`config.mk`:
```
export PLATFORM = sky130hd
export DESIGN_NAME = tuner_pll_three_wire_loader
export DESIGN_NICKNAME = d
export VERILOG_FILES = /design/src/logic/tuner_pll_pkg.sv /design/src/logic/tuner_pll_three_wire_loader.sv /design/src/logic/bus_edge_detect.sv
export SDC_FILE = /design/constraint.sdc
export NUM_CORES = 1
export LEC_CHECK = 0
export BUFFER_PORTS_ARGS = -buffer_cell sky130_fd_sc_hd__buf_4
export CAP_MARGIN = 20
export CORE_MARGIN = 3
export CORE_UTILIZATION = 40
export CTS_CLUSTER_SIZE = 24
export DETAILED_ROUTE_END_ITERATION = 16
export GPL_TIMING_DRIVEN = 0
export PLACE_DENSITY = 0.68
export SYNTH_ARGS = -nofsm -noshare
export SYNTH_HDL_FRONTEND = slang
export SYNTH_HIERARCHICAL = 1
export SYNTH_SLANG_ARGS = --single-unit
```
`constraint.sdc`:
```
create_clock -name i_ref_clk -period 1.9 [get_ports i_ref_clk]
set_input_delay 0.285 -clock i_ref_clk [delete_from_list [all_inputs] [get_ports i_ref_clk]]
set_output_delay 0.285 -clock i_ref_clk [all_outputs]
set_load 0.01 [all_outputs]
```
`src/logic/tuner_pll_pkg.sv`:
```
package tuner_pll_pkg;

	// Word lengths and load points, counted in shifted bits
	localparam logic [4:0] WORD_SHORT    = 5'h12;
	localparam logic [4:0] WORD_MID      = 5'h13;
	localparam logic [4:0] WORD_LONG     = 5'h1B;
	localparam logic [4:0] BAND_LOAD_CNT = 5'h04;
	localparam logic [4:0] DIV_LOAD_CNT  = 5'h13;
	localparam logic [4:0] CNT_MAX       = 5'h1F;
	localparam logic [4:0] CNT_ZERO      = 5'h00;
	localparam logic [4:0] CNT_ONE       = 5'h01;

	// Field widths
	localparam int SHIFT_W = 27;
	localparam int DIV_W   = 15;
	localparam int BAND_W  = 4;
	localparam int TEST_W  = 3;
	localparam int RATIO_W = 11;

	// Band bits inside the shift register after four shifts
	localparam int BB_SOUND_TRAP = 3;
	localparam int BB_HIGH_BAND  = 2;
	localparam int BB_UPPER_SUB  = 1;
	localparam int BB_LOW_SUB    = 0;

	// Control byte positions, last eight bits of a long word
	localparam int CB_CP   = 6;
	localparam int CB_T_HI = 5;
	localparam int CB_T_LO = 3;
	localparam int CB_RSA  = 2;
	localparam int CB_RSB  = 1;
	localparam int CB_OS   = 0;

	// Divider bit positions for short words
	localparam int DIV_SHORT_HI = 13;

	// Power-on values
	localparam logic [BAND_W-1:0] BAND_RST = 4'h0;
	localparam logic [DIV_W-1:0]  DIV_RST  = 15'h0000;
	localparam logic              CP_RST   = 1'h1;
	localparam logic [TEST_W-1:0] TEST_RST = 3'h1;
	localparam logic              RSA_RST  = 1'h0;
	localparam logic              RSB_RST  = 1'h1;
	localparam logic              OS_RST   = 1'h0;

	// Reference divider ratios
	localparam logic [RATIO_W-1:0] RATIO_640  = 11'h280;
	localparam logic [RATIO_W-1:0] RATIO_1024 = 11'h400;
	localparam logic [RATIO_W-1:0] RATIO_512  = 11'h200;

	typedef enum logic [2:0] {
		ST_OFF   = 3'h1,
		ST_IDLE  = 3'h2,
		ST_SHIFT = 3'h4
	} load_state_t;

endpackage

```
`src/logic/tuner_pll_three_wire_loader.sv`:
```
`timescale 1ns/1ps
// Summary of operation
// - Three-wire mode when format select is high
// - Shift data on bus clock fall, CE high
// - Band bits load on fifth rising edge
// - Short words load divider at CE fall
// - Long word: divider at 20th rise, control at CE fall
// - Long word sets ratio from both selects
// - Control bits other than select A change only on long words
// - 18-bit word: top bit zero, select A one
// - 19-bit word clears select A
// - Under eighteen bits leaves divider unchanged
// - Bit meanings match two-wire byte layout
// - Reset holds all state at defaults
// - Defaults: high pump, test 001, B one
// - Default band ports all off
// - Tuning off until first complete word
// - Select bits choose ratio 640, 1024, 512
// - Pump select and tuning off drive outputs
// - Band bit one turns port on
module tuner_pll_three_wire_loader (
	input  wire logic        i_ref_clk,
	input  wire logic        i_rst_n,
	input  wire logic        i_bus_format_select,
	input  wire logic        i_bus_ce,
	input  wire logic        i_bus_clk,
	input  wire logic        i_bus_data,
	output logic             o_high_band_port,
	output logic             o_low_sub_band_port,
	output logic             o_upper_sub_band_port,
	output logic             o_sound_trap_port,
	output logic [14:0]      o_divider_word,
	output logic             o_pump_current_select,
	output logic [2:0]       o_test_mode_bits,
	output logic             o_ratio_select_a,
	output logic             o_ratio_select_b,
	output logic [10:0]      o_ref_divider_ratio,
	output logic             o_tuning_output_off
);

	tuner_pll_pkg::load_state_t state_q;
	tuner_pll_pkg::load_state_t state_d;

	logic [tuner_pll_pkg::SHIFT_W-1:0] sr_q;
	logic [tuner_pll_pkg::SHIFT_W-1:0] sr_d;
	logic [4:0]                        cnt_q;
	logic [4:0]                        cnt_d;
	logic [tuner_pll_pkg::BAND_W-1:0]  band_q;
	logic [tuner_pll_pkg::BAND_W-1:0]  band_d;
	logic [tuner_pll_pkg::DIV_W-1:0]   div_q;
	logic [tuner_pll_pkg::DIV_W-1:0]   div_d;
	logic                              cp_q;
	logic                              cp_d;
	logic [tuner_pll_pkg::TEST_W-1:0]  test_q;
	logic [tuner_pll_pkg::TEST_W-1:0]  test_d;
	logic                              rsa_q;
	logic                              rsa_d;
	logic                              rsb_q;
	logic                              rsb_d;
	logic                              os_q;
	logic                              os_d;
	logic                              first_q;
	logic                              first_d;
	logic                              tune_off_q;
	logic                              tune_off_d;
	logic [tuner_pll_pkg::RATIO_W-1:0] ratio_q;
	logic [tuner_pll_pkg::RATIO_W-1:0] ratio_d;

	logic ce_high;
	logic ce_fall;
	logic clk_rise;
	logic clk_fall;
	logic bus_data;

	bus_edge_detect u_edge (
		.i_ref_clk  (i_ref_clk),
		.i_rst_n    (i_rst_n),
		.i_bus_ce   (i_bus_ce),
		.i_bus_clk  (i_bus_clk),
		.i_bus_data (i_bus_data),
		.o_ce_high  (ce_high),
		.o_ce_fall  (ce_fall),
		.o_clk_rise (clk_rise),
		.o_clk_fall (clk_fall),
		.o_data     (bus_data)
	);

	// Mode and frame tracking
	wire in_shift = (state_q == tuner_pll_pkg::ST_SHIFT);

	always_comb begin
		state_d = state_q;
		unique case (state_q)
			tuner_pll_pkg::ST_OFF: begin
				if (i_bus_format_select && !ce_high) begin
					state_d = tuner_pll_pkg::ST_IDLE;
				end
			end
			tuner_pll_pkg::ST_IDLE: begin
				if (!i_bus_format_select) begin
					state_d = tuner_pll_pkg::ST_OFF;
				end else if (ce_high) begin
					state_d = tuner_pll_pkg::ST_SHIFT;
				end
			end
			tuner_pll_pkg::ST_SHIFT: begin
				if (!i_bus_format_select) begin
					state_d = tuner_pll_pkg::ST_OFF;
				end else if (!ce_high) begin
					state_d = tuner_pll_pkg::ST_IDLE;
				end
			end
			default: begin
				state_d = tuner_pll_pkg::ST_OFF;
			end
		endcase
	end

	// Event decode
	wire shift_en  = in_shift && ce_high && clk_fall;
	wire band_load = in_shift && ce_high && clk_rise
		&& (cnt_q == tuner_pll_pkg::BAND_LOAD_CNT);
	wire div_load  = in_shift && ce_high && clk_rise
		&& (cnt_q == tuner_pll_pkg::DIV_LOAD_CNT);
	wire word_end  = in_shift && ce_fall;
	wire end18     = word_end && (cnt_q == tuner_pll_pkg::WORD_SHORT);
	wire end19     = word_end && (cnt_q == tuner_pll_pkg::WORD_MID);
	wire end27     = word_end && (cnt_q == tuner_pll_pkg::WORD_LONG);
	// Other lengths are not loaded at CE fall
	wire word_ok   = end18 || end19 || end27;

	wire cnt_sat   = (cnt_q == tuner_pll_pkg::CNT_MAX);
	wire [4:0] cnt_inc = 5'(cnt_q + tuner_pll_pkg::CNT_ONE);

	// Shift path, newest bit at the bottom
	assign sr_d  = shift_en ? {sr_q[tuner_pll_pkg::SHIFT_W-2:0], bus_data} : sr_q;
	assign cnt_d = (!in_shift || !ce_high) ? tuner_pll_pkg::CNT_ZERO
		: (shift_en && !cnt_sat) ? cnt_inc : cnt_q;

	// Band ports from the first four bits
	assign band_d = band_load ? sr_q[tuner_pll_pkg::BAND_W-1:0] : band_q;

	// Divider word
	wire [tuner_pll_pkg::DIV_W-1:0] div_full  = sr_q[tuner_pll_pkg::DIV_W-1:0];
	wire [tuner_pll_pkg::DIV_W-1:0] div_short = {1'h0, sr_q[tuner_pll_pkg::DIV_SHORT_HI:0]};
	assign div_d = (div_load || end19) ? div_full
		: end18 ? div_short : div_q;

	// Control bits from the long word only
	assign cp_d   = end27 ? sr_q[tuner_pll_pkg::CB_CP] : cp_q;
	assign test_d = end27 ? sr_q[tuner_pll_pkg::CB_T_HI:tuner_pll_pkg::CB_T_LO] : test_q;
	assign rsb_d  = end27 ? sr_q[tuner_pll_pkg::CB_RSB] : rsb_q;
	assign os_d   = end27 ? sr_q[tuner_pll_pkg::CB_OS] : os_q;

	// Select A follows word length or the long word
	assign rsa_d = end18 ? 1'h1
		: end19 ? 1'h0
		: end27 ? sr_q[tuner_pll_pkg::CB_RSA] : rsa_q;

	// Tuning stays off until a complete word
	assign first_d    = first_q || word_ok;
	assign tune_off_d = !first_d || os_d;

	// Reference ratio decode
	assign ratio_d = !rsb_d ? tuner_pll_pkg::RATIO_640
		: rsa_d ? tuner_pll_pkg::RATIO_512 : tuner_pll_pkg::RATIO_1024;

	// Power-on defaults
	always_ff @(posedge i_ref_clk) begin
		if (!i_rst_n) begin
			state_q <= tuner_pll_pkg::ST_OFF;
			sr_q    <= '0;
			cnt_q   <= tuner_pll_pkg::CNT_ZERO;
			band_q  <= tuner_pll_pkg::BAND_RST;
			div_q   <= tuner_pll_pkg::DIV_RST;
		end else begin
			state_q <= state_d;
			sr_q    <= sr_d;
			cnt_q   <= cnt_d;
			band_q  <= band_d;
			div_q   <= div_d;
		end
	end

	always_ff @(posedge i_ref_clk) begin
		if (!i_rst_n) begin
			cp_q       <= tuner_pll_pkg::CP_RST;
			test_q     <= tuner_pll_pkg::TEST_RST;
			rsa_q      <= tuner_pll_pkg::RSA_RST;
			rsb_q      <= tuner_pll_pkg::RSB_RST;
			os_q       <= tuner_pll_pkg::OS_RST;
			first_q    <= 1'h0;
			tune_off_q <= 1'h1;
			ratio_q    <= tuner_pll_pkg::RATIO_1024;
		end else begin
			cp_q       <= cp_d;
			test_q     <= test_d;
			rsa_q      <= rsa_d;
			rsb_q      <= rsb_d;
			os_q       <= os_d;
			first_q    <= first_d;
			tune_off_q <= tune_off_d;
			ratio_q    <= ratio_d;
		end
	end

	// Outputs
	assign o_sound_trap_port     = band_q[tuner_pll_pkg::BB_SOUND_TRAP];
	assign o_high_band_port      = band_q[tuner_pll_pkg::BB_HIGH_BAND];
	assign o_upper_sub_band_port = band_q[tuner_pll_pkg::BB_UPPER_SUB];
	assign o_low_sub_band_port   = band_q[tuner_pll_pkg::BB_LOW_SUB];
	assign o_divider_word        = div_q;
	assign o_pump_current_select = cp_q;
	assign o_test_mode_bits      = test_q;
	assign o_ratio_select_a      = rsa_q;
	assign o_ratio_select_b      = rsb_q;
	assign o_ref_divider_ratio   = ratio_q;
	assign o_tuning_output_off   = tune_off_q;

	// Checks
	property p_mode_off;
		@(posedge i_ref_clk) disable iff (!i_rst_n)
		(!i_bus_format_select && !in_shift) |=> $stable(div_q) && $stable(band_q);
	endproperty
	a_mode_off: assert property (p_mode_off) else $error("bus changed state outside mode");

	property p_shift;
		@(posedge i_ref_clk) disable iff (!i_rst_n)
		shift_en |=> (sr_q[0] == $past(bus_data)) && (sr_q[1] == $past(sr_q[0]));
	endproperty
	a_shift: assert property (p_shift) else $error("bit not shifted on clock fall");

	property p_band;
		@(posedge i_ref_clk) disable iff (!i_rst_n)
		band_load |=> o_high_band_port == $past(sr_q[tuner_pll_pkg::BB_HIGH_BAND])
			&& o_sound_trap_port == $past(sr_q[tuner_pll_pkg::BB_SOUND_TRAP]);
	endproperty
	a_band: assert property (p_band) else $error("band ports not loaded");

	property p_div18;
		@(posedge i_ref_clk) disable iff (!i_rst_n)
		end18 |=> o_divider_word == {1'h0, $past(sr_q[13:0])} && o_ratio_select_a;
	endproperty
	a_div18: assert property (p_div18) else $error("short word load wrong");

	property p_div19;
		@(posedge i_ref_clk) disable iff (!i_rst_n)
		end19 |=> o_divider_word == $past(sr_q[14:0]) && !o_ratio_select_a;
	endproperty
	a_div19: assert property (p_div19) else $error("19-bit word load wrong");

	property p_div27;
		@(posedge i_ref_clk) disable iff (!i_rst_n)
		div_load |=> o_divider_word == $past(sr_q[14:0]);
	endproperty
	a_div27: assert property (p_div27) else $error("long word divider not loaded");

	property p_short;
		@(posedge i_ref_clk) disable iff (!i_rst_n)
		(word_end && cnt_q < tuner_pll_pkg::WORD_SHORT) |=> $stable(o_divider_word);
	endproperty
	a_short: assert property (p_short) else $error("short word changed divider");

	property p_ctrl_keep;
		@(posedge i_ref_clk) disable iff (!i_rst_n)
		!end27 |=> $stable(o_pump_current_select) && $stable(o_test_mode_bits)
			&& $stable(o_ratio_select_b);
	endproperty
	a_ctrl_keep: assert property (p_ctrl_keep) else $error("control changed off long word");

	property p_defaults;
		@(posedge i_ref_clk) disable iff (!i_rst_n)
		$rose(i_rst_n) |-> o_pump_current_select
			&& o_test_mode_bits == tuner_pll_pkg::TEST_RST
			&& o_ratio_select_b && o_tuning_output_off
			&& o_divider_word == tuner_pll_pkg::DIV_RST
			&& !o_high_band_port && !o_low_sub_band_port;
	endproperty
	a_defaults: assert property (p_defaults) else $error("power-on defaults wrong");

	property p_tune;
		@(posedge i_ref_clk) disable iff (!i_rst_n)
		!first_q |-> o_tuning_output_off;
	endproperty
	a_tune: assert property (p_tune) else $error("tuning enabled before first word");

	property p_ratio;
		@(posedge i_ref_clk) disable iff (!i_rst_n)
		(!o_ratio_select_b |-> o_ref_divider_ratio == tuner_pll_pkg::RATIO_640)
			and ((o_ratio_select_b && o_ratio_select_a)
				|-> o_ref_divider_ratio == tuner_pll_pkg::RATIO_512)
			and ((o_ratio_select_b && !o_ratio_select_a)
				|-> o_ref_divider_ratio == tuner_pll_pkg::RATIO_1024);
	endproperty
	a_ratio: assert property (p_ratio) else $error("reference ratio mismatch");

endmodule

```
`src/logic/bus_edge_detect.sv`:
```
`timescale 1ns/1ps
module bus_edge_detect (
	input  wire logic i_ref_clk,
	input  wire logic i_rst_n,
	input  wire logic i_bus_ce,
	input  wire logic i_bus_clk,
	input  wire logic i_bus_data,
	output logic      o_ce_high,
	output logic      o_ce_fall,
	output logic      o_clk_rise,
	output logic      o_clk_fall,
	output logic      o_data
);

	logic ce_q;
	logic ce_prev_q;
	logic clk_q;
	logic clk_prev_q;
	logic data_q;

	always_ff @(posedge i_ref_clk) begin
		if (!i_rst_n) begin
			ce_q       <= 1'h0;
			ce_prev_q  <= 1'h0;
			clk_q      <= 1'h0;
			clk_prev_q <= 1'h0;
			data_q     <= 1'h0;
		end else begin
			ce_q       <= i_bus_ce;
			ce_prev_q  <= ce_q;
			clk_q      <= i_bus_clk;
			clk_prev_q <= clk_q;
			data_q     <= i_bus_data;
		end
	end

	assign o_ce_high  = ce_q;
	assign o_ce_fall  = ce_prev_q & ~ce_q;
	assign o_clk_rise = ~clk_prev_q & clk_q;
	assign o_clk_fall = clk_prev_q & ~clk_q;
	assign o_data     = data_q;

endmodule

```
; Yosys cells after proc, flatten, opt, wreduce, memory -nomap -nowiden
; Index checks and enable logic that the tools add are counted.
[word_totals]
output_inout_bits = 37
mem_bits_rw = 0
rom_bits = 0
latchBits = 0
ff_bits = 67
mem_count = 0
elab_cells = 78
[classes]
order_cmp = 0
mul = 0
n_reduce_logical = 25
bitwise = 7
n_addsub = 1
muxes = 15
eq_ne = 11
shifts = 0
div_mod_pow = 0
[op_table]
columns = cell, n
row1 = 15-bit two-way mux, 2
row2 = 11-bit two-way mux, 2
row3 = "5-bit == test, second input constant", 4
row4 = 3-bit two-way mux, 5
row5 = 1-bit logical AND, 11
row6 = 3-bit one-hot mux with 3 select lines, 1
row7 = 1-bit logical OR, 6
row8 = "5-bit by 1-bit adder with 5-bit output, second input constant", 1
row9 = "5-bit by 3-bit == test with 1-bit output, second input constant", 1
row10 = 1-bit two-way mux, 5
row11 = 1-bit zero test, 4
row12 = 1-bit NOT, 4
row13 = 1-bit AND, 3
row14 = "3-bit by 1-bit == test with 1-bit output, second input constant", 1
row15 = "3-bit by 2-bit == test with 1-bit output, second input constant", 1
row16 = "3-bit == test, second input constant", 1
row17 = "3-bit by 2-bit inequality test with 1-bit output, second input constant", 1
row18 = "3-bit inequality test, second input constant", 1
row19 = 3-bit AND reduction, 1
row20 = "2-bit inequality test, second input constant", 1
row21 = 2-bit AND reduction, 1
row22 = 2-bit nonzero test, 1
row23 = 2-bit OR reduction, 1

; Depth between registers and ports, before layout
; Gate-level depths: netlist of run 1.
[depth]
depth_word = 9
depth_mapped = 8
ltp_nobuf = 6

; Modules after synthesis
; The synthesis of run 1 kept the hierarchy.
[modules_own_cells]
columns = module, cells_each, area_per_inst_um2, instances, seq_area_each_um2
row1 = tuner_pll_three_wire_loader, 251, 2331.0, 1, 1081.0
row2 = bus_edge_detect, 13, 150.1, 1, 100.1

; Worst setup path after synthesis of run 1
; Ideal clock, no wire load.
[synth_timing]
path_type = flip-flop to flip-flop
from = register cnt_q[1]
to = register cnt_q[3]
n_path_buf = 1
setup_ns = 0.074
setup_slack_ns = 0.036
stages_incl_launch_ff = 8
period_less_slack_ns = 1.864
required_ns = 1.826
t_arrival_ns = 1.789
path_cell_list = dfxtp_1 ha_1 buf_4 and3_1 ha_1 nand3b_2 or4_1 o21ai_0
[synth_via]
elab_chain_cells = 3
elab_cells_between_ends = 4
[synth_lines]
columns = item, line
row1 = start: declaration, tuner_pll_three_wire_loader.sv:46  ; logic [4:0] cnt_q;
row2 = start signal: assignment, tuner_pll_three_wire_loader.sv:173  ; cnt_q <= tuner_pll_pkg::CNT_ZERO;
row3 = start signal: assignment, tuner_pll_three_wire_loader.sv:179  ; cnt_q <= cnt_d;
row4 = "parallel branches: the longest is 3 deep, another holds 5-bit by 1-bit adder with 5-bit output", --
; Several ways; the timed one is not identified.
; A chain may end at the register's enable or synchronous reset.

; Worst setup path in the final report of run 1
; Same ends and word-level chain as after synthesis.

==> reports/results.txt, run 1 <==
initial antenna violation count: 0
I/O Pins: 43
register area: 1186 µm²
Synth top area share: 47.60%
Final Setup Violations: 0
Slowest-stage cell, CP: or4_1
Antenna Violating Nets Remaining: 0
Avg Synthesized Cell Area: 9.398 µm²
chip width: 84.76 µm
dpl cell area: 2856 µm²
post-synthesis cell count: 264
slowest cell delay on critical path: 0.42 ns
fin. max-slew vios: 0
number of max-cap violations: 0
layout cells sized above 1: 24.32%
post-synthesis sequential element count: 59
Mapped Area: 2481 µm²
DIE AREA: 7184 µm²
clock-pin slew on the worst setup and hold paths: 0.07 ns
post-synth cell types: 39
PortBufs: 34
Final Instance Area: 3127 µm²
DP Worst Slack: -0.09881 ns
core area: 5956 µm²
worst-margin pin slew: 0.5236 ns
Max Freq: 553.3 MHz
ant diodes: 0
final setup margin: 0.09267 ns
routed wire length: 4.918 mm
first-pass GRT wire length: 7.969 mm
Hold Crit Class: primary input to register
VDD IR max: 0.4118 mV
Yosys warnings: 6
footprint of the multi-input gates: 1177 µm²
P_leak: 1.272 nW
Sink Count: 59
post-synth top area cell: dfxtp_1
Post-synth EDFFs: 0
Max clock buf depth: 2
Fill cells: 561
routed length per instance: 12.17 µm
grt ovf: 0
part of the cycle the worst path needs: 95.12%
critical path launch point type: register
Tmin final: 1.807 ns
status: completed
drt pass-1 iters: 4
register area share after synthesis: 47.60%
Setup CP Type: register to register
Net count, final: 334
Global Route Usage Sum: 14.00%
Power Density: 748.3 nW/µm²
post-DP HPWL: 3.406 mm
FP Rows: 28
Crit path top cell by count: ha_1
htree depth: 3
later-pin clock latency in the skew report: 0.33 ns
Final Skew: 0.007374 ns
Req. time, crit path: 2.16 ns
CP Max Fanout: 9
Starting Density: 41.66%
maximum number of pins on one net before global-route repair: 11
die height: 84.76 µm
Util after Layout: 52.50%
crit-path cells: ha_1 > buf_6 > and3_1 > ha_1 > nand3b_4 > or4_1 > o21ai_1
DR vias: 1,883
First DRT Iteration DRCs: 71
CTS Buf Count: 9
top cells by area, synth: dfxtp_1 48%, mux2i_1 11%, nand2_1 10%, a21boi_0 4.5%, nor2b_1 3.0%
Hold Vio Cnt, Final: 0
CP arrival: 2.07 ns
Hold WS: 0.1399 ns
vias in the first global route: 1,675
# DRC: 0
Layout area overhead: 26.02%
Clock Tree Root: clkbuf_8
top_reg_cell synth: dfxtp_1
RePlAce Congestion: 0.8446
Worst setup EP type: register
DR vias/cell: 4.661
CTS tree: done
Rel. slew slack: 65.09%
FFs w/ async S/R, synth: 0%
## metrics by stage
stage | cells | TNS (ns) | power (mW)
2_1_floorplan | 271 | 0 | 1.337
3_3_place_gp | 380 | -0.05270 | 1.358
3_5_place_dp | 380 | -0.09881 | 1.359
4_1_cts | 399 | 0 | 2.353
5_1_grt | 404 | -0.004991 | 2.408
6_report | 404 | 0 | 2.340
## critical path: cells and delay by family, from the launching register on
family | cells | cell delay, ns
and+or+nand+nor | 3 | 0.78
adders and majority gates | 2 | 0.37
DFF | 1 | 0.36
buffers and inverters | 1 | 0.14
AOI/OAI and AO/OA | 1 | 0.09
## cells in the mapped netlist, types with 2 or more instances
| master | n |
|---|---|
| ha_1 | 4 |
| mux2i_1 | 27 |
| and2_1 | 7 |
| nor2_1 | 7 |
| o21ai_0 | 3 |
| o21a_1 | 3 |
| nor2b_1 | 12 |
| nand2_1 | 68 |
| inv_1 | 4 |
| dfxtp_1 | 59 |
| xnor2_1 | 3 |
| nand3_1 | 5 |
| buf_4 | 9 |
| a21boi_0 | 15 |
| buf_2 | 3 |
| nand4b_1 | 2 |
| buf_6 | 2 |
| clkbuf_1 | 10 |
## state kept, by name, summed over array words and instances (netlist names), 3 cells and up
name	count
cnt_q	5
o_ref_divider_ratio	3
o_test_mode_bits	3
band_q	4
state_q	3
o_divider_word	15
sr_q	15
## final timing paths
path,start,endpoint,slack (ns),cells after the start
hold / removal,i_bus_format_select,state_q[0],0.14,2
setup / recovery,cnt_q[1],cnt_q[3],0.09,7
setup reg to reg,cnt_q[1],cnt_q[3],0.09,7
hold reg to reg,o_divider_word[10],o_divider_word[10],0.46,2
## logic make-up (layout without fill, tap and decap cells)
kind of cell,count (synthesis),in the layout,share of synthesized area [%]
muxes,27,27,10.89
DFF,59,59,47.60
other,1,8,0.1511
xor gates and xnor gates,4,4,1.412
AOI/OAI and AO/OA,28,28,8.775
buffers and inverters,29,87,6.959
adders and majority gates,4,4,2.017
and+or+nand+nor,112,112,22.19
## power breakdown
group	switching, mW	internal [mW]	leakage [nW]	total (mW)
sequential	0.00561	1.24	0.478	1.25
clock	0.467	0.542	0.0905	1.01
combinational	0.0429	0.0394	0.703	0.0824
total	0.516	1.82	1.27	2.34
## metal layers
layer / GRT usage (%) / share of wire, %
met1: 18.97 / 49
met2: 19.86 / 44
met3: 4.122 / 5.3
met4: 7.770 / 1.8
met5: 0 / 0
## cells in the final DEF, fill, tap and decap left out, types with 2 or more instances in the layout
cell and n:
ha_1 4, a21boi_0 15, nand3_1 5, and2_1 7, mux2i_1 26, clkinv_2 2, dfxtp_1 57, nand4b_1 2
clkbuf_1 13, o21a_1 3, xnor2_1 3, inv_1 4, nand2_1 68, nor2_1 7, nor2b_1 11, buf_4 51
buf_6 3, conb_1 8, clkbuf_8 11, o21ai_0 2
## layout make-up
type                       instances  area share (%)
inverter                           4          0.4802
timing repair buffer              42           10.08
multi-input combinational        183           37.66
buffer                            25           5.322
sequential                        59           37.94
clock buffer                      14           5.202
tap                               75           3.001
clock inverter                     2          0.3201
## what timing repair did
action,4_1_cts,5_1_grt
pin swaps,1,2
gates resized for setup,4,8
hold buffers,0,0
setup endpoints to repair,2,14
buffers inserted,3,5
cloned,0,0
Note: power is estimated with default switching activity, not from simulation.
==> inputs of run 2 (changes only) <==
--- a/config.mk
+++ b/config.mk
@@ -13,5 +13,6 @@
 export DETAILED_ROUTE_END_ITERATION = 16
 export GPL_TIMING_DRIVEN = 0
-export PLACE_DENSITY = 0.68
+export PLACE_DENSITY = 0.65
+export SLEW_MARGIN = 0
 export SYNTH_ARGS = -nofsm -noshare
 export SYNTH_HDL_FRONTEND = slang
==> constraint.sdc (replaced) <==
create_clock -name i_ref_clk -period 2.3 [get_ports i_ref_clk]
set_input_delay 0.345 -clock i_ref_clk [delete_from_list [all_inputs] [get_ports i_ref_clk]]
set_output_delay 0.345 -clock i_ref_clk [all_outputs]
set_load 0.02 [all_outputs]
==> reports/results.txt, run 2 (synthesis results as in run 1) <==
number of max-cap violations: 0 (unchanged)
Tmin final: 1.986 ns (+0.1789 ns)
ant diodes: 0 (unchanged)
htree depth: 3 (unchanged)
Worst R2R Setup Slack: 0.31 ns (+0.22 ns)
RePlAce Congestion: 0.7768 (-8.0%)
VDD IR max: 0.4207 mV (+2.2%)
slowest cell delay on critical path: 0.49 ns (+0.07 ns)
layout cells sized above 1: 22.12% (-2.2 points)
# DRC: 0 (unchanged)
Final Setup Violations: 0 (unchanged)
Crit path top cell by count: ha_1
CP arrival: 2.26 ns (+0.19 ns)
footprint of the multi-input gates: 1154 µm² (-2.0%)
die height: 84.76 µm (unchanged)
Sink Count: 59 (unchanged)
DR vias: 1,846 (-2.0%)
Req. time, crit path: 2.57 ns (+0.41 ns)
DR vias/cell: 4.662 (about the same)
status: completed
Hold Crit Class: primary input to register
crit-path cells: ha_1 > buf_4 > and3_1 > ha_1 > nand3b_2 > or4_1 > o21ai_0
P_leak: 1.201 nW (-5.6%)
PortBufs: 34 (unchanged)
CP top delay family: simple AND/OR/NAND/NOR gates
Hold WS: 0.1902 ns (+0.05036 ns)
part of the cycle the worst path needs: 86.36% (-8.8 points)
post-DP HPWL: 3.433 mm (+0.78%)
drt pass-1 iters: 5 (+1)
setup_tns: 0 ns (unchanged)
Setup Buffers After CTS: 0 (-3)
PostCTS Resize Cnt: 0 (-4)
Max Freq: 503.5 MHz (-9.0%)
initial antenna violation count: 0 (unchanged)
grt ovf: 0 (unchanged)
Starting Density: 41.66% (unchanged)
critical path launch point type: register
routed wire length: 4.817 mm (-2.1%)
CTS Buf Count: 9 (unchanged)
DIE AREA: 7184 µm² (unchanged)
Layout area overhead: 23.25%
clock-pin slew on the worst setup and hold paths: 0.07 ns (about the same)
Net count, final: 326 (-2.4%)
Fill cells: 577 (+2.9%)
Antenna Violating Nets Remaining: 0 (unchanged)
Final Skew: 0.004451 ns (-0.002923 ns)
later-pin clock latency in the skew report: 0.34 ns (about the same)
CP Max Fanout: 9 (unchanged)
fin. max-slew vios: 0 (unchanged)
First DRT Iteration DRCs: 110 (+55%)
Hold Vio Cnt, Final: 0 (unchanged)
register area: 1181 µm² (-0.42%)
maximum number of pins on one net before global-route repair: 12 (+1)
first-pass GRT wire length: 8.335 mm (+4.6%)
chip width: 84.76 µm (unchanged)
RSZ-0062 raised after global routing: no
I/O Pins: 43 (unchanged)
commonest non-fill, non-tap cell in the layout: nand2_1
core area: 5956 µm² (unchanged)
Worst setup EP type: register
commonest non-fill, non-tap cells in the layout: 68 x nand2_1, 59 x dfxtp_1, 43 x buf_4
CTS tree: done
FP Rows: 28 (unchanged)
vias in the first global route: 1,807 (+7.9%)
Clock Tree Root: clkbuf_8
Slowest-stage cell, CP: or4_1
Max clock buf depth: 2 (unchanged)
cts hold-fix bufs: 0 (unchanged)
Setup CP Type: register to register
Global Route Usage Sum: 14.49% (+0.49 points)
Bufs and invs on worst path: 1 (unchanged)
routed length per instance: 12.16 µm (about the same)
Power Density: 673.4 nW/µm² (-10%)
-- run 2: cell count changes in the layout (fill, tap and decap cells not counted), sizes merged --
| cell | previous run | this run |
|---|---|---|
| inv | 4 | 5 |
| clkinvlp | 0 | 2 |
| clkbuf | 25 | 20 |
| bufinv | 0 | 1 |
| buf | 56 | 49 |
-- run 2: power by group --
part	internal (mW)	switching [mW]	leakage (nW)
clock network	0.529	0.425	0.0987
registers	1.03	0.00450	0.477
logic	0.0329	0.0407	0.625
total	1.59	0.470	1.20
-- run 2: final cells by class --
type	count	area share, %
Buffer	25	5.155
Clock buffer	10	4.501
Clock inverter	6	2.087
Inverter	4	0.4910
Multi-Input combinational cell	183	37.73
Sequential cell	59	38.63
Tap cell	75	3.069
Timing Repair Buffer	34	8.347
-- run 2: worst paths after layout --
check / to / cells past startpoint / start
max: cnt_q[3] / 7 / cnt_q[1]
min: state_q[0] / 2 / i_bus_format_select
max reg2reg: cnt_q[3] / 7 / cnt_q[1]
min reg2reg: sr_q[0] / 2 / u_edge/o_data
-- run 2: stage by stage --
stage	total power [mW]	util, %	worst slack, ns	area [µm²]	cells
2_1_floorplan	1.111	-	0.4362	2507	271
3_3_place_gp	1.128	47.96	0.3490	2856	380
3_5_place_dp	1.129	47.96	0.3340	2856	380
4_1_cts	2.095	51.34	0.3160	3058	396
5_1_grt	2.141	51.34	0.1642	3058	396
6_report	2.059	51.34	0.3138	3058	396
-- run 2: routing by layer --
metal | vias to the layer above | global-route usage [%] | wire length [µm]
li1 | 961 | - | -
met1 | 829 | 19.02 | 2387
met2 | 43 | 21.49 | 2068
met3 | 13 | 3.631 | 239
met4 | 0 | 8.489 | 121
met5 | - | 0 | 0
==> inputs of run 3 (changes only) <==
CORE_UTILIZATION = 59   (was 40)
CTS_CLUSTER_SIZE = unset   (was 24)
PLACE_DENSITY = 0.93   (was 0.65)
==> reports/results.txt, run 3 (synthesis results as in run 1) <==
status: completed
Req. time, crit path: 2.56 ns (about the same)
# DRC: 0 (unchanged)
DP Worst Slack: 0.3189 ns (-0.01513 ns)
I/O Pins: 43 (unchanged)
Switching Share: 20.59% (-2.2 points)
critical path launch point type: register
first-pass GRT wire length: 8.259 mm (-0.91%)
Max Freq: 500.9 MHz (-0.51%)
commonest non-fill, non-tap cells in the layout: 68 x nand2_1, 59 x dfxtp_1, 43 x buf_4
Global Route Usage Sum: 20.70% (+6.2 points)
Sink Count: 59 (unchanged)
Comb pwr share: 3.5% (about the same)
Slowest-stage cell, CP: or4_1
CP arrival: 2.26 ns (about the same)
DR WL met3: 279 µm (+17%)
Net count, final: 326 (unchanged)
die height: 70.85 µm (-16%)
crit path from: cnt_q[1]
CTS tree: done
Layout area overhead: 22.14%
routed length per instance: 13.34 µm (+9.7%)
slowest cell delay on critical path: 0.49 ns (about the same)
switching power: 431.2 µW (-8.2%)
post-DP HPWL: 3.428 mm (-0.14%)
First DRT Iteration DRCs: 125 (+14%)
hold path start: i_bus_format_select
chip width: 70.85 µm (-16%)
Final Setup Violations: 0 (unchanged)
crit-path cells: ha_1 > buf_4 > and3_1 > ha_1 > nand3b_2 > or4_1 > o21ai_0
setup_tns: 0 ns (unchanged)
Hold Crit Class: primary input to register
Pint: 1.663 mW (+4.7%)
CP Max Fanout: 9 (unchanged)
core area: 3854 µm² (-35%)
met2 routed WL: 2.318 mm (+12%)
routed wire length: 4.924 mm (+2.2%)
grt ovf: 0 (unchanged)
clock-pin slew on the worst setup and hold paths: 0.07 ns (about the same)
layout cells sized above 1: 21.81% (-0.31 points)
final setup margin: 0.3035 ns (-0.01027 ns)
DR vias: 1,928 (+4.4%)
PostCTS Resize Cnt: 0 (unchanged)
Max clock buf depth: 2 (unchanged)
htree depth: 3 (unchanged)
FP Rows: 22 (-21%)
RSZ-0062 raised after global routing: no
VDD IR max: 0.6739 mV (+60%)
hold path depth: 2 (unchanged)
fin. max-slew vios: 0 (unchanged)
R2R depth: 7 (unchanged)
commonest non-fill, non-tap cell in the layout: nand2_1
clock share of power: 47.2% (+0.9 points)
P_leak: 1.212 nW (+0.93%)
part of the cycle the worst path needs: 86.80% (+0.45 points)
initial antenna violation count: 0 (unchanged)
CP top delay family: simple AND/OR/NAND/NOR gates
Clock Tree Root: clkbuf_8
Power Density: 691.2 nW/µm² (+2.6%)
Worst R2R Setup Slack: 0.30 ns (about the same)
PortBufs: 34 (unchanged)
maximum number of pins on one net before global-route repair: 11 (-1)
Fill cells: 253 (-56%)
later-pin clock latency in the skew report: 0.33 ns (about the same)
Setup CP Type: register to register
cts hold-fix bufs: 0 (unchanged)
Setup Buffers After CTS: 0 (unchanged)
Tmin final: 1.996 ns (+0.01027 ns)
Seq pwr share: 49.3% (-0.8 points)
met1 WL: 2.270 mm (-4.9%)
Crit path top cell by count: ha_1
Final Skew: 0.009303 ns (+0.004852 ns)
CTS Buf Count: 9 (unchanged)
drt pass-1 iters: 4 (-1)
WP depth: 7 (unchanged)
worst flop-to-flop path endpoint: cnt_q[3]
number of max-cap violations: 0 (unchanged)
Antenna Violating Nets Remaining: 0 (unchanged)
Hold Vio Cnt, Final: 0 (unchanged)
vias in the first global route: 1,864 (+3.2%)
highest metal used: met4
DR vias/cell: 5.225 (+12%)
Starting Density: 64.38% (+23 points)
Worst R2R Start: cnt_q[1]
RePlAce Congestion: 0.8497 (+9.4%)
Worst setup EP type: register
Hold Path Sink: state_q[0]
DIE AREA: 5020 µm² (-30%)
ant diodes: 0 (unchanged)
Bufs and invs on worst path: 1 (unchanged)
[run 3: power by group through the flow]
stage	Clock, mW	Sequential (mW)	Combinational (mW)
after floorplan	0	1.05	0.0567
after global placement	0	1.05	0.0715
after detailed placement	0	1.06	0.0726
after CTS	1.00	1.03	0.0729
after global routing	1.06	1.03	0.0801
final	0.989	1.03	0.0732
[run 3: cell type report]
type / count / area, µm² / share of cell area (%)
Tap cell: 48 / 60.06 / 1.982
Timing Repair Buffer: 34 / 255.2 / 8.423
Buffer: 25 / 157.7 / 5.202
Multi-Input combinational cell: 183 / 1154 / 38.07
Inverter: 4 / 15.01 / 0.4955
Clock buffer: 10 / 127.6 / 4.211
Sequential cell: 59 / 1181 / 38.98
Clock inverter: 6 / 80.08 / 2.642
[run 3: per-stage QoR]
step	hold slack (ns)	area [µm²]	total power, mW	util (%)	std cells
3_5_place_dp	0.4454	2823	1.128	73.25	353
2_1_floorplan	0.4168	2507	1.111	-	271
6_report	0.2149	3030	2.095	78.64	369
5_1_grt	0.1931	3030	2.172	78.64	369
4_1_cts	0.1958	3030	2.109	78.64	369
3_3_place_gp	0.4320	2823	1.126	73.25	353
[run 3: how the worst max path moves through the flow]
stage	end	slack (ns)
finish	cnt_q[3]	0.30
global route	cnt_q[3]	0.17
CTS	cnt_q[3]	0.31
detailed placement	cnt_q[3]	0.32
global placement	cnt_q[3]	0.36
floorplan	cnt_q[3]	0.44
[run 3: metal layers]
layer	GRT usage [%]	vias up
met2	33.06	52
met1	25.82	904
met4	10.44	0
met5	0	-
li1	-	966
met3	5.398	6
[run 3: worst reg2reg max path, stage by stage (launching register included)]
cell and delay, ns:
dfxtp_1 0.36, ha_1 0.19, buf_4 0.17, and3_1 0.19
ha_1 0.18, nand3b_2 0.29, or4_1 0.49, o21ai_0 0.08
